[src/shared/gapo_defines.vh]
// register map, field positions and reset values of the alert and power-off block
`ifndef GAPO_DEFINES_VH
`define GAPO_DEFINES_VH

// ----------------
// register offsets (byte addresses)
// ----------------
`define GAPO_A_CFG     8'h00
`define GAPO_A_CMD     8'h04
`define GAPO_A_VHI     8'h08
`define GAPO_A_VLO     8'h0C
`define GAPO_A_VTIME   8'h10
`define GAPO_A_OTC_T   8'h14
`define GAPO_A_OTC_C   8'h18
`define GAPO_A_OTD_T   8'h1C
`define GAPO_A_OTD_C   8'h20
`define GAPO_A_ISD     8'h24
`define GAPO_A_TDD     8'h28
`define GAPO_A_TAPER   8'h2C
`define GAPO_A_CHGV    8'h30
`define GAPO_A_THR     8'h34
`define GAPO_A_STATUS  8'h38

// ----------------
// configuration fields
// ----------------
`define GAPO_CFG_EXT_THERM  0
`define GAPO_CFG_PO_FEAT    1
`define GAPO_CFG_PO_POL     2
`define GAPO_CFG_PUSH_PULL  3
`define GAPO_CFG_RM_FULL    4
`define GAPO_CFG_ALERT_SEL  5
`define GAPO_CFG_ALERT_POL  6
`define GAPO_CFG_SHORT_EN   7
`define GAPO_CFG_TAB_EN     8
`define GAPO_CFG_W          9
`define GAPO_CMD_ARM        0
`define GAPO_CMD_DISARM     1

// ----------------
// reset values
// ----------------
`define GAPO_CFG_RST    9'h037
`define GAPO_VHI_RST    32'hFFFE_FFFF
`define GAPO_VLO_RST    32'h0001_0000
`define GAPO_ZERO_RST   32'h0000_0000
`define GAPO_THR_RST    32'hFFFF_FFFF

// ----------------
// fixed figures
// ----------------
`define GAPO_THR_OFF    16'hFFFF
`define GAPO_TAPER_DQ   16'h0019
`define GAPO_TAPER_WINS 2'h2
`define GAPO_PCT_SCALE  8'h64

`endif

[src/rtl/gapo_persist.v]
// persistence qualifier: flag sets after a condition holds for a number of samples
`timescale 1ns/1ns
`default_nettype none

module gapo_persist #(
  parameter W = 16
) (
  input  wire         sys_clk_i,
  input  wire         rstn_i,
  input  wire         tick_i,
  input  wire         en_i,
  input  wire         set_i,
  input  wire         clr_i,
  input  wire [W-1:0] time_i,
  output wire         flag_o
);

  reg [W-1:0] cnt_ff;
  reg         flag_ff;
  reg [W-1:0] nxt_cnt;
  reg         nxt_flag;

  assign flag_o = flag_ff;

  // ----------------
  // counting
  // ----------------
  // the count saturates so a long hold cannot wrap and lose the set
  always @* begin
    nxt_cnt  = cnt_ff;
    nxt_flag = flag_ff;
    if (!en_i) begin
      nxt_cnt  = {W{1'b0}};
      nxt_flag = 1'b0;
    end else if (tick_i) begin
      if (set_i) begin
        if (cnt_ff != {W{1'b1}})
          nxt_cnt = cnt_ff + {{(W-1){1'b0}}, 1'b1};
        if (cnt_ff >= time_i)
          nxt_flag = 1'b1;
        else if (clr_i)
          nxt_flag = 1'b0;
      end else begin
        nxt_cnt = {W{1'b0}};
        if (clr_i)
          nxt_flag = 1'b0;
      end
    end
  end

  always @(posedge sys_clk_i or negedge rstn_i) begin
    if (!rstn_i) begin
      cnt_ff  <= {W{1'b0}};
      flag_ff <= 1'b0;
    end else begin
      cnt_ff  <= nxt_cnt;
      flag_ff <= nxt_flag;
    end
  end

endmodule // gapo_persist

`default_nettype wire

[src/rtl/gapo_top.v]
// alert, power-off pin and status flag logic of the battery gauge
//
// Behaviour
// arm command or feature bit sets armed
// disarm command or clearing bit disarms
// power-off state only when dormant on low-voltage
// control pin high impedance at reset
// push-pull setting takes effect after reset; push_pull_ff only loads the reset value 0, so the pin stays open-drain
// pin select leaves power-off bits unchanged
// open-drain power-off drive per polarity
// push-pull power-off drive per polarity
// select 0: control pin signals alerts
// select 1: host pin open-drain alert
// some flags always alert, others when enabled
// voltage-high flag with duration and hysteresis
// voltage-low flag with duration and hysteresis
// software programs thresholds with hysteresis
// short check evaluated hourly when enabled
// short flag when discharge below capacity/divisor
// tab-loss flag when health ratio drops
// charge over-temperature flag, zero time disables
// discharge over-temperature flag, zero time disables
// termination after two good taper windows
// termination clears charging, optionally loads capacity
// alarm threshold -1: alarm on taper only
// full threshold -1: full on taper only
// thermistor select picks temperature source
// pin select 0 control, 1 host; default 1
// alert asserted while any enabled flag set
`timescale 1ns/1ns
`default_nettype none
`include "gapo_defines.vh"

module gapo_top (
  input  wire        sys_clk_i,
  input  wire        rstn_i,
  input  wire [7:0]  addr_i,
  input  wire [31:0] wdata_i,
  input  wire        wr_i,
  input  wire        rd_i,
  output reg  [31:0] rdata_o,
  input  wire        meas_tick_i,
  input  wire [15:0] volt_i,
  input  wire [15:0] avg_curr_i,
  input  wire [15:0] therm_temp_i,
  input  wire [15:0] die_temp_i,
  input  wire        dormant_lowv_i,
  input  wire        capacity_level_flag_i,
  input  wire        hour_tick_i,
  input  wire        relaxed_i,
  input  wire [15:0] self_dis_curr_i,
  input  wire        soh_upd_i,
  input  wire [7:0]  soh_i,
  input  wire        taper_win_i,
  input  wire [15:0] taper_dq_i,
  input  wire [7:0]  soc_i,
  input  wire [15:0] fcc_i,
  output reg  [15:0] temp_o,
  output reg         charging_o,
  output reg         full_charge_flag_o,
  output reg         end_of_charge_alarm_o,
  output reg         rm_load_o,
  output reg  [15:0] rm_val_o,
  output reg         system_ctl_pin_o,
  output reg         system_ctl_pin_oe_o,
  output reg         one_wire_host_pin_o,
  output reg         one_wire_host_pin_oe_o
);

  // ----------------
  // reset release
  // ----------------
  reg [1:0] rst_sync_ff;
  wire      rst_n = rst_sync_ff[1];
  always @(posedge sys_clk_i or negedge rstn_i) begin
    if (!rstn_i)
      rst_sync_ff <= 2'b00;
    else
      rst_sync_ff <= {rst_sync_ff[0], 1'b1};
  end
  // ----------------
  // registers
  // ----------------
  reg [`GAPO_CFG_W-1:0] cfg_ff;
  reg [31:0] vhi_ff;
  reg [31:0] vlo_ff;
  reg [31:0] vtime_ff;
  reg [31:0] otc_t_ff;
  reg [31:0] otc_c_ff;
  reg [31:0] otd_t_ff;
  reg [31:0] otd_c_ff;
  reg [31:0] isd_ff;
  reg [31:0] tdd_ff;
  reg [31:0] taper_ff;
  reg [31:0] chgv_ff;
  reg [31:0] thr_ff;
  wire cfg_wr = wr_i && (addr_i == `GAPO_A_CFG);
  wire cmd_wr = wr_i && (addr_i == `GAPO_A_CMD);
  always @(posedge sys_clk_i or negedge rst_n) begin
    if (!rst_n) begin
      cfg_ff   <= `GAPO_CFG_RST;
      vhi_ff   <= `GAPO_VHI_RST;
      vlo_ff   <= `GAPO_VLO_RST;
      vtime_ff <= `GAPO_ZERO_RST;
      otc_t_ff <= `GAPO_ZERO_RST;
      otc_c_ff <= `GAPO_ZERO_RST;
      otd_t_ff <= `GAPO_ZERO_RST;
      otd_c_ff <= `GAPO_ZERO_RST;
      isd_ff   <= `GAPO_ZERO_RST;
      tdd_ff   <= `GAPO_ZERO_RST;
      taper_ff <= `GAPO_ZERO_RST;
      chgv_ff  <= `GAPO_ZERO_RST;
      thr_ff   <= `GAPO_THR_RST;
    end else if (wr_i) begin
      case (addr_i)
        `GAPO_A_CFG:   cfg_ff   <= wdata_i[`GAPO_CFG_W-1:0];
        `GAPO_A_VHI:   vhi_ff   <= wdata_i;
        `GAPO_A_VLO:   vlo_ff   <= wdata_i;
        `GAPO_A_VTIME: vtime_ff <= wdata_i;
        `GAPO_A_OTC_T: otc_t_ff <= wdata_i;
        `GAPO_A_OTC_C: otc_c_ff <= wdata_i;
        `GAPO_A_OTD_T: otd_t_ff <= wdata_i;
        `GAPO_A_OTD_C: otd_c_ff <= wdata_i;
        `GAPO_A_ISD:   isd_ff   <= wdata_i;
        `GAPO_A_TDD:   tdd_ff   <= wdata_i;
        `GAPO_A_TAPER: taper_ff <= wdata_i;
        `GAPO_A_CHGV:  chgv_ff  <= wdata_i;
        `GAPO_A_THR:   thr_ff   <= wdata_i;
        default: ;
      endcase
    end
  end

  wire alert_pin_select = cfg_ff[`GAPO_CFG_ALERT_SEL];
  wire alert_polarity   = cfg_ff[`GAPO_CFG_ALERT_POL];
  wire po_polarity      = cfg_ff[`GAPO_CFG_PO_POL];
  wire short_en         = cfg_ff[`GAPO_CFG_SHORT_EN];
  wire tab_en           = cfg_ff[`GAPO_CFG_TAB_EN];
  // ----------------
  // power-off arming
  // ----------------
  // the feature bit acts on its edges so the commands can still override it
  reg  armed_ff;
  reg  nxt_armed;
  wire feat_rise = cfg_wr && wdata_i[`GAPO_CFG_PO_FEAT] && !cfg_ff[`GAPO_CFG_PO_FEAT];
  wire feat_fall = cfg_wr && !wdata_i[`GAPO_CFG_PO_FEAT] && cfg_ff[`GAPO_CFG_PO_FEAT];
  always @* begin
    nxt_armed = armed_ff;
    if (feat_fall || (cmd_wr && wdata_i[`GAPO_CMD_DISARM]))
      nxt_armed = 1'b0;
    if (feat_rise || (cmd_wr && wdata_i[`GAPO_CMD_ARM]))
      nxt_armed = 1'b1;
  end
  // status kept whatever the pin select says
  wire po_state = armed_ff && dormant_lowv_i;
  // ----------------
  // temperature source
  // ----------------
  wire [15:0] temp_sel = cfg_ff[`GAPO_CFG_EXT_THERM] ? therm_temp_i : die_temp_i;
  // ----------------
  // voltage and temperature flags
  // ----------------
  wire vhi_flag;
  wire vlo_flag;
  wire otc_flag;
  wire otd_flag;
  wire otc_en = (otc_c_ff[15:0] != 16'h0000);
  wire otd_en = (otd_c_ff[15:0] != 16'h0000);
  wire signed [15:0] cur_s   = avg_curr_i;
  wire signed [15:0] temp_s  = temp_o;
  wire signed [16:0] dsg_neg = -$signed({1'b0, otd_c_ff[31:16]});
  gapo_persist #(.W(16)) u_vhi (.sys_clk_i(sys_clk_i), .rstn_i(rst_n), .tick_i(meas_tick_i),
    .en_i(1'b1), .set_i(volt_i > vhi_ff[15:0]), .clr_i(volt_i <= vhi_ff[31:16]),
    .time_i(vtime_ff[15:0]), .flag_o(vhi_flag));
  gapo_persist #(.W(16)) u_vlo (.sys_clk_i(sys_clk_i), .rstn_i(rst_n), .tick_i(meas_tick_i),
    .en_i(1'b1), .set_i(volt_i < vlo_ff[15:0]), .clr_i(volt_i >= vlo_ff[31:16]),
    .time_i(vtime_ff[31:16]), .flag_o(vlo_flag));
  gapo_persist #(.W(16)) u_otc (.sys_clk_i(sys_clk_i), .rstn_i(rst_n), .tick_i(meas_tick_i),
    .en_i(otc_en), .time_i(otc_c_ff[15:0]), .flag_o(otc_flag),
    .set_i((temp_s >= $signed(otc_t_ff[15:0])) && (cur_s >= $signed(otc_c_ff[31:16]))),
    .clr_i(temp_s <= $signed(otc_t_ff[31:16])));
  gapo_persist #(.W(16)) u_otd (.sys_clk_i(sys_clk_i), .rstn_i(rst_n), .tick_i(meas_tick_i),
    .en_i(otd_en), .time_i(otd_c_ff[15:0]), .flag_o(otd_flag),
    .set_i((temp_s >= $signed(otd_t_ff[15:0])) && ($signed({cur_s[15], cur_s}) <= dsg_neg)),
    .clr_i(temp_s <= $signed(otd_t_ff[31:16])));
  // ----------------
  // internal short and tab loss
  // ----------------
  // a zero divisor would make the limit meaningless, so the check is skipped
  reg         isd_flag_ff;
  reg         tdd_flag_ff;
  reg  [7:0]  soh_prev_ff;
  wire [15:0] isd_div   = isd_ff[15:0];
  wire [15:0] isd_limit = (isd_div == 16'h0000) ? 16'h0000 : isd_ff[31:16] / isd_div;
  wire signed [16:0] isd_sum = $signed({self_dis_curr_i[15], self_dis_curr_i}) +
                               $signed({1'b0, isd_limit});
  wire [15:0] soh_scaled = soh_i * `GAPO_PCT_SCALE;
  wire [15:0] soh_floor  = tdd_ff[7:0] * soh_prev_ff;
  // ----------------
  // charge termination
  // ----------------
  reg  [1:0]  taper_cnt_ff;
  reg         taper_met_ff;
  wire [15:0] v_floor  = chgv_ff[15:0] - taper_ff[31:16];
  wire        taper_ok = (cur_s < $signed(taper_ff[15:0])) &&
                         (taper_dq_i > `GAPO_TAPER_DQ) && (volt_i > v_floor);
  wire        term_evt = taper_win_i && taper_ok &&
                         (taper_cnt_ff == `GAPO_TAPER_WINS - 2'h1) && !taper_met_ff;
  wire        tca_off  = (thr_ff[15:0] == `GAPO_THR_OFF);
  wire        fcs_off  = (thr_ff[31:16] == `GAPO_THR_OFF);
  always @(posedge sys_clk_i or negedge rst_n) begin
    if (!rst_n) begin
      armed_ff     <= 1'b1;
      isd_flag_ff  <= 1'b0;
      tdd_flag_ff  <= 1'b0;
      soh_prev_ff  <= 8'h00;
      taper_cnt_ff <= 2'h0;
      taper_met_ff <= 1'b0;
    end else begin
      armed_ff <= nxt_armed;
      if (!short_en)
        isd_flag_ff <= 1'b0;
      else if (hour_tick_i && relaxed_i && isd_div != 16'h0000)
        isd_flag_ff <= isd_sum[16];
      if (soh_upd_i) begin
        soh_prev_ff <= soh_i;
        if (!tab_en)
          tdd_flag_ff <= 1'b0;
        else if (soh_prev_ff != 8'h00)
          tdd_flag_ff <= (soh_scaled < soh_floor);
      end else if (!tab_en) begin
        tdd_flag_ff <= 1'b0;
      end
      if (taper_win_i) begin
        if (!taper_ok)
          taper_cnt_ff <= 2'h0;
        else if (taper_cnt_ff != `GAPO_TAPER_WINS)
          taper_cnt_ff <= taper_cnt_ff + 2'h1;
      end
      // discharge ends the charge cycle and rearms detection
      if (term_evt)
        taper_met_ff <= 1'b1;
      else if (cur_s < 16'sh0000) begin
        taper_met_ff <= 1'b0;
        taper_cnt_ff <= 2'h0;
      end
    end
  end
  // ----------------
  // alert sources
  // ----------------
  wire alert = capacity_level_flag_i | vhi_flag | vlo_flag |
               (otc_flag & otc_en) | (otd_flag & otd_en) |
               (isd_flag_ff & short_en) | (tdd_flag_ff & tab_en);
  // ----------------
  // pin drive
  // ----------------
  // push-pull is caught once after reset so a live change cannot glitch the pin
  reg  por_done_ff;
  reg  push_pull_ff;
  reg  ctl_state;
  reg  ctl_pol;
  reg  ctl_act;
  always @* begin
    ctl_act   = 1'b1;
    ctl_state = alert;
    ctl_pol   = alert_polarity;
    if (alert_pin_select) begin
      ctl_act   = armed_ff;
      ctl_state = po_state;
      ctl_pol   = po_polarity;
    end
  end
  always @(posedge sys_clk_i or negedge rst_n) begin
    if (!rst_n) begin
      por_done_ff            <= 1'b0;
      push_pull_ff           <= 1'b0;
      system_ctl_pin_o       <= 1'b0;
      system_ctl_pin_oe_o    <= 1'b0;
      one_wire_host_pin_o    <= 1'b0;
      one_wire_host_pin_oe_o <= 1'b0;
    end else begin
      por_done_ff <= 1'b1;
      if (!por_done_ff)
        push_pull_ff <= cfg_ff[`GAPO_CFG_PUSH_PULL];
      if (!por_done_ff || !ctl_act) begin
        system_ctl_pin_o    <= 1'b0;
        system_ctl_pin_oe_o <= 1'b0;
      end else if (push_pull_ff) begin
        system_ctl_pin_o    <= ~(ctl_state ^ ctl_pol);
        system_ctl_pin_oe_o <= 1'b1;
      end else begin
        system_ctl_pin_o    <= 1'b0;
        system_ctl_pin_oe_o <= ctl_state ^ ctl_pol;
      end
      one_wire_host_pin_o    <= 1'b0;
      one_wire_host_pin_oe_o <= por_done_ff && alert_pin_select &&
                                (alert ^ alert_polarity);
    end
  end
  // ----------------
  // charge outputs and temperature
  // ----------------
  always @(posedge sys_clk_i or negedge rst_n) begin
    if (!rst_n) begin
      temp_o                <= 16'h0000;
      charging_o            <= 1'b0;
      full_charge_flag_o    <= 1'b0;
      end_of_charge_alarm_o <= 1'b0;
      rm_load_o             <= 1'b0;
      rm_val_o              <= 16'h0000;
    end else begin
      temp_o     <= temp_sel;
      charging_o <= (cur_s > 16'sh0000) && !taper_met_ff && !term_evt;
      rm_load_o  <= term_evt && cfg_ff[`GAPO_CFG_RM_FULL];
      if (term_evt)
        rm_val_o <= fcc_i;
      end_of_charge_alarm_o <= taper_met_ff ||
                               (!tca_off && soc_i >= thr_ff[7:0]);
      full_charge_flag_o    <= taper_met_ff ||
                               (!fcs_off && soc_i >= thr_ff[23:16]);
    end
  end
  // ----------------
  // read port
  // ----------------
  reg [31:0] rd_mux;
  always @* begin
    case (addr_i)
      `GAPO_A_CFG:    rd_mux = {{(32-`GAPO_CFG_W){1'b0}}, cfg_ff};
      `GAPO_A_VHI:    rd_mux = vhi_ff;
      `GAPO_A_VLO:    rd_mux = vlo_ff;
      `GAPO_A_VTIME:  rd_mux = vtime_ff;
      `GAPO_A_OTC_T:  rd_mux = otc_t_ff;
      `GAPO_A_OTC_C:  rd_mux = otc_c_ff;
      `GAPO_A_OTD_T:  rd_mux = otd_t_ff;
      `GAPO_A_OTD_C:  rd_mux = otd_c_ff;
      `GAPO_A_ISD:    rd_mux = isd_ff;
      `GAPO_A_TDD:    rd_mux = tdd_ff;
      `GAPO_A_TAPER:  rd_mux = taper_ff;
      `GAPO_A_CHGV:   rd_mux = chgv_ff;
      `GAPO_A_THR:    rd_mux = thr_ff;
      `GAPO_A_STATUS: rd_mux = {temp_o, 1'b0, push_pull_ff, alert, po_state,
                                armed_ff, end_of_charge_alarm_o,
                                full_charge_flag_o, charging_o, tdd_flag_ff,
                                isd_flag_ff, otd_flag, otc_flag, vlo_flag,
                                vhi_flag, capacity_level_flag_i, 1'b0};
      default:        rd_mux = 32'h0000_0000;
    endcase
  end

  always @(posedge sys_clk_i or negedge rst_n) begin
    if (!rst_n)
      rdata_o <= 32'h0000_0000;
    else
      rdata_o <= rd_i ? rd_mux : 32'h0000_0000;
  end

endmodule // gapo_top

`default_nettype wire

[config.mk]
export PLATFORM = sky130hd
export DESIGN_NAME = gapo_top
export DESIGN_NICKNAME = d
export VERILOG_FILES = /design/src/rtl/gapo_persist.v /design/src/rtl/gapo_top.v
export VERILOG_INCLUDE_DIRS = /design/src /design/src/shared
export SDC_FILE = /design/constraint.sdc
export NUM_CORES = 2
export LEC_CHECK = 0
export BUFFER_PORTS_ARGS = -buffer_cell sky130_fd_sc_hd__buf_4
export CORE_ASPECT_RATIO = 1.25
export CORE_UTILIZATION = 37
export DETAILED_ROUTE_END_ITERATION = 8
export PLACE_DENSITY = 0.52
export SKIP_LAST_GASP = 1
export SLEW_MARGIN = 10
export SYNTH_ARGS = -nofsm -noshare
export SYNTH_HDL_FRONTEND = slang
export SYNTH_SLANG_ARGS = --single-unit
[constraint.sdc]
create_clock -name sys_clk_i -period 36.4 [get_ports sys_clk_i]
set_clock_uncertainty 0.15 [all_clocks]
set_input_delay 5.46 -clock sys_clk_i [delete_from_list [all_inputs] [get_ports sys_clk_i]]
set_output_delay 5.46 -clock sys_clk_i [all_outputs]
set_load 0.005 [all_outputs]
# Word level (Yosys, flattened, before mapping)
# Index checks and enable logic that the tools add are counted.
# Widths: inputs -> output; s select.
# totals
register_bits	550
input_bits	179
word_cells	235
# classes
add_sub_neg	8
n_mul	2
div_mod_pow	1
magnitude_cmp	22
eq_ne	31
mux	54
bitwise_logic	13
n_reduce_logical	64
# ops
cell	n
$pmux 32 s14	1
$mux 16	14
$ge 16x16->1	8
$add 16x1->16 const B	4
$ne 16x16->1 const B	4
$eq 8x6->1 const B	7
$le 16x16->1	3
$reduce_bool 16->1	3
$reduce_and 2->1	18
$mux 1	33
$eq 16x16->1 const B	2
$eq 8x5->1 const B	4
$gt 16x16->1	2
$lt 16x16->1	2
$mux 32	1
$logic_and 1x1->1	25
$add 16x17->17	1
$le 16x17->1	1
$neg 16->17	1
$div 16x16->16	1
$eq 8x4->1 const B	2
$ge 8x8->1	2
$gt 16x1->1 const B	1
$gt 16x5->1 const B	1
22 further kinds	54

# Longest topological paths before layout
# logic_depth
word_depth	11
depth_mapped	130
mapped_depth_nobuf	121

# Cells and area by module
# Synthesis repeated with hierarchy kept, for this count alone.
# unflattened
cells_unflattened	4377
hier_area_um2	42914.9
# modules_own_cells
module	n_inst	cells_each	area_per_inst_um2	seq_area_each_um2
gapo_top	1	3709	36884.1	12149.2
gapo_persist	4	167	1507.7	425.4

# Worst setup path after synthesis
# OpenSTA, ideal clock, no wires.
# synth_timing
path_kind	reg-to-reg
start	register isd_ff[15]
end	register isd_flag_ff
setup_ns	0.069
arrival_time_ns	26.955
required_time_ns	36.181
slack_ns	9.227
stages_incl_launch_ff	120
n_path_buf	7
period_less_slack_ns	27.173
path_cell_list	dfrtp_1 nor4_1 nand4_1 nor2_1 a31oi_1 a31oi_1 ha_1 o21a_1 o21ai_0 a21oi_1 o21ai_0 ha_1 o211a_1 a211oi_1 mux2i_1 o22ai_1 ha_1 a21oi_1 [84 not listed] nand4_1 a211oi_1 o41a_1 o31ai_1 a211oi_1 o21ai_0 a21oi_1 clkbuf_1 mux2_2 ha_1 a21o_1 a21o_1 a21o_1 a2111oi_0 or3_1 a41oi_1 or4_1 nand3_1
# synth_via
elab_chain_cells	5
# synth_lines
element	line_no	text
from (decl)	gapo_top.v:92	reg [31:0] isd_ff;
from (signal assigned)	gapo_top.v:109	isd_ff <= `GAPO_ZERO_RST;
from (signal assigned)	gapo_top.v:124	`GAPO_A_ISD: isd_ff <= wdata_i;
$div 16x16->16 / $logic_not 16->1 (equally long branches)	gapo_top.v:194	wire [15:0] isd_limit = (isd_div == 16'h0000) ? 16'h0000 : isd_ff[31:16] / isd_div;
$mux 16	gapo_top.v:194	
$add 16x17->17	gapo_top.v:195	wire signed [16:0] isd_sum = $signed({self_dis_curr_i[15], self_dis_curr_i}) +
$mux 1	gapo_top.v:223	else if (hour_tick_i && relaxed_i && isd_div != 16'h0000)
$mux 1	gapo_top.v:221	if (!short_en)
to (signal assigned)	gapo_top.v:224	isd_flag_ff <= isd_sum[16];
to (decl)	gapo_top.v:190	reg isd_flag_ff;
# Parallel ways exist; a longest one is shown, timed or not. The select of a mux whose other input is x is not followed.
# A chain may end at the register's enable or synchronous reset.

# Final worst setup path
# Same ends and word-level chain as after synthesis.

==> results by group <==
Run status
  – Status: finished, final reports clean

Place
  – IO buf count: 248
  – Detailed Place HPWL: 115 mm
  – Routability cong.: 0.919

Critical path
  – Crit path max fanout: 24
  – Req. time, crit path: 36.83 ns
  – Worst path max stage delay: 0.79 ns
  – Crit end category: register
  – Setup CP Type: reg2reg
  – Crit path launch type: register
  – Most common cell on crit path: ha_1
  – R2R setup slack: 3.18 ns
  – CP max-delay cell: nor4_1
  – Arr. time, crit path: 33.65 ns

Floorplanning
  – Top Ports: 251
  – Cell Rows: 137
  – Die area: 0.114 sq mm
  – Initial core utilization: 37.4%
  – Die Ht: 378 microns
  – DIE WIDTH: 303 microns
  – CORE AREA: 0.112 sq mm

Clocking
  – Post_cts resized: 0
  – CTS root buf: clkbuf_16
  – Total CTS buffers: 58
  – CTS tree: built
  – Hold buffers post-CTS: 0
  – Worst-Skew Late Latency: 0.65 ns
  – Clk slew on worst S/H paths: 0.06 ns
  – H-tree depth: 2
  – Clock Path Buffers: 3
  – Clk sink count: 550
  – Setup bufs post-CTS: 0

Route
  – Drt pass-1 iters: 6
  – Iter 0 DRT Violations: 2879
  – Post-route DRC: 0
  – Via density per instance: 5.83
  – Vias: 34800
  – Routed Antenna Nets: 0
  – WL/cell: 25.9 microns
  – WL final: 155 mm

GRT
  – Congestion Overflow GR: 0
  – GRT Total Usage: 26.9%
  – Largest net degree at the start of global routing: 164
  – Initial antenna violation count: 3
  – Vias in the first global route: 34400
  – First-pass GRT wire length: 228 mm

Timing
  – Pins Over Slew Limit: 0
  – RSZ-0062 raised after global routing: false
  – Least-Margin Pin Slew: 1.12 ns
  – Final period demand of the worst path: 33.22 ns
  – Final Cycle Share: 91.3%
  – Final Setup Violations: 0
  – Max frequency: 30.1 MHz
  – Fin. Hold Viols: 0
  – Max_slew headroom: 23.6%
  – Sum of negative setup slack: 0 ns

Final layout
  – Final-layout fill cell count: 10900
  – Share of cells above drive strength 1: 22.0%
  – Multi-input logic area: 0.0258 sq mm
  – FF+latch area: 0.0139 sq mm
  – Fin nets: 5203
  – Layout area overhead: 13.4%

Worst hold path
  – Worst Hold Class: reg2reg

Logic synthesis
  – Netlist cell types: 82
  – Yosys reg bits: 550
  – Synth Flop Type: dfrtp_1
  – Mean Syn Cell Area: 9.75 sq um
  – Post-synth EDFFs: 0
  – Post-synth ARST share: 100%
  – Post-synthesis cell area: 0.0418 sq mm
  – Post-synthesis sequential area ratio: 33.2%
  – Yosys warns: 0
  – Syn Inst Count: 4282

Job
  – Maxcap violations: 0
==> path summary, 6_finish.rpt <==
| check | from | end | cells after the start |
|---|---|---|---|
| min reg2reg | rst_sync_ff[0] | rst_sync_ff[1] | 0 |
| max | isd_ff[15] | isd_flag_ff | 114 |
| max reg2reg | isd_ff[15] | isd_flag_ff | 114 |
| min in group asynchronous | rst_sync_ff[1] | u_otc.cnt_ff[10] | 0 |
| max in group asynchronous | rstn_i | rst_sync_ff[1] | 1 |
| min | rst_sync_ff[0] | rst_sync_ff[1] | 0 |
==> logic make-up (layout without fill, tap and decap cells) <==
group	after synthesis	after routing	share of synthesized area, %
flops	550	550	33.2
mux	476	476	12.8
fa+ha+maj	562	562	17.6
simple gates	987	987	11.8
xor+xnor	148	148	3.10
compound gates	962	962	16.2
other cells	2	5	0.0180
buf+inv	595	824	5.36
==> synth_stat cells (60+ instances only) <==
library cell | number | share of area (%)
nand2_1 | 255 | 2.3
dfstp_2 | 70 | 4.4
nand4_1 | 79 | 1.2
inv_1 | 411 | 3.7
xor2_1 | 65 | 1.4
dfrtp_1 | 480 | 29
a221oi_1 | 81 | 1.7
mux2_2 | 453 | 12
o21ai_0 | 133 | 1.6
xnor2_1 | 83 | 1.7
a22oi_1 | 68 | 1.2
nor2_1 | 209 | 1.9
a21o_1 | 115 | 2.1
nand3_1 | 70 | 0.84
a31oi_1 | 60 | 0.90
a21oi_1 | 177 | 2.1
ha_1 | 522 | 16
clkbuf_1 | 141 | 1.3
nor3_1 | 78 | 0.93
==> layout make-up <==
| type | count | area share, % |
|---|---|---|
| sequential | 550 | 29.2 |
| tap | 1459 | 3.85 |
| timing repair buffer | 303 | 4.85 |
| antenna | 2 | 0.0106 |
| multi-input combinational | 3138 | 54.4 |
| inverter | 411 | 3.26 |
| clock buffer | 82 | 3.64 |
| clock inverter | 28 | 0.697 |
==> layout by cell type (no fill, tap or decap), types with 51 or more instances in the layout <==
cell type / count
a21o_1: 115
a21oi_1: 176
a221oi_1: 81
a22oi_1: 68
a31oi_1: 60
and2_1: 51
buf_4: 301
clkbuf_16: 61
dfrtp_1: 479
dfstp_2: 70
ha_1: 522
inv_1: 411
mux2_2: 453
nand2_1: 254
nand2b_1: 51
nand3_1: 70
nand4_1: 79
nor2_1: 196
nor3_1: 78
o21ai_0: 133
xnor2_1: 83
xor2_1: 65
==> flip-flops by register name (all words and copies together) (netlist names), 2 cells and up <==
| name | flops |
|---|---|
| u_vhi.cnt_ff | 16 |
| otc_t_ff | 32 |
| vhi_ff | 32 |
| thr_ff | 32 |
| otd_t_ff | 32 |
| rdata_o | 32 |
| chgv_ff | 32 |
| isd_ff | 32 |
| otd_c_ff | 32 |
| vlo_ff | 32 |
| taper_cnt_ff | 2 |
| soh_prev_ff | 8 |
| otc_c_ff | 32 |
| cfg_ff | 9 |
| u_otd.cnt_ff | 16 |
| taper_ff | 32 |
| u_vlo.cnt_ff | 16 |
| tdd_ff | 32 |
| rst_sync_ff | 2 |
| rm_val_o | 16 |
| temp_o | 16 |
| u_otc.cnt_ff | 16 |
| vtime_ff | 32 |
==> metrics by stage <==
step           cells  setup slack, ns  area [sq um]  hold WS [ns]  util (%)
3_5_place_dp    5861             3.55         45300         0.195      40.5
3_3_place_gp    5861             3.67         45300         0.186      40.5
5_1_grt         5971            0.919         47400         0.218      42.4
2_1_floorplan   4283             9.23         41800         0.181         -
4_1_cts         5971             3.40         47400         0.211      42.4
6_report        5973             3.18         47400         0.206      42.4
==> worst max-delay path: cells and delay by family, from the launching register on <==
kind                       cells  cell delay (ns)
and+or+nand+nor               25             8.13
buffers and inverters          3             0.45
adders and majority gates     15             4.89
DFF                            1             0.51
muxes                          4             1.44
AOI/OAI and AO/OA             67            17.56
==> metal layers <==
metal  up-vias  global-route usage, %  wire [microns]
li1      16000                      -               -
met1     17400                   34.3           65000
met2      1196                   45.2           72800
met3       272                   3.39            9020
met4         0                   12.3            8060
met5         -                      0               0
Power is not shown: default switching activity piles up to over one toggle a cycle in this logic, so the estimate is an artifact.
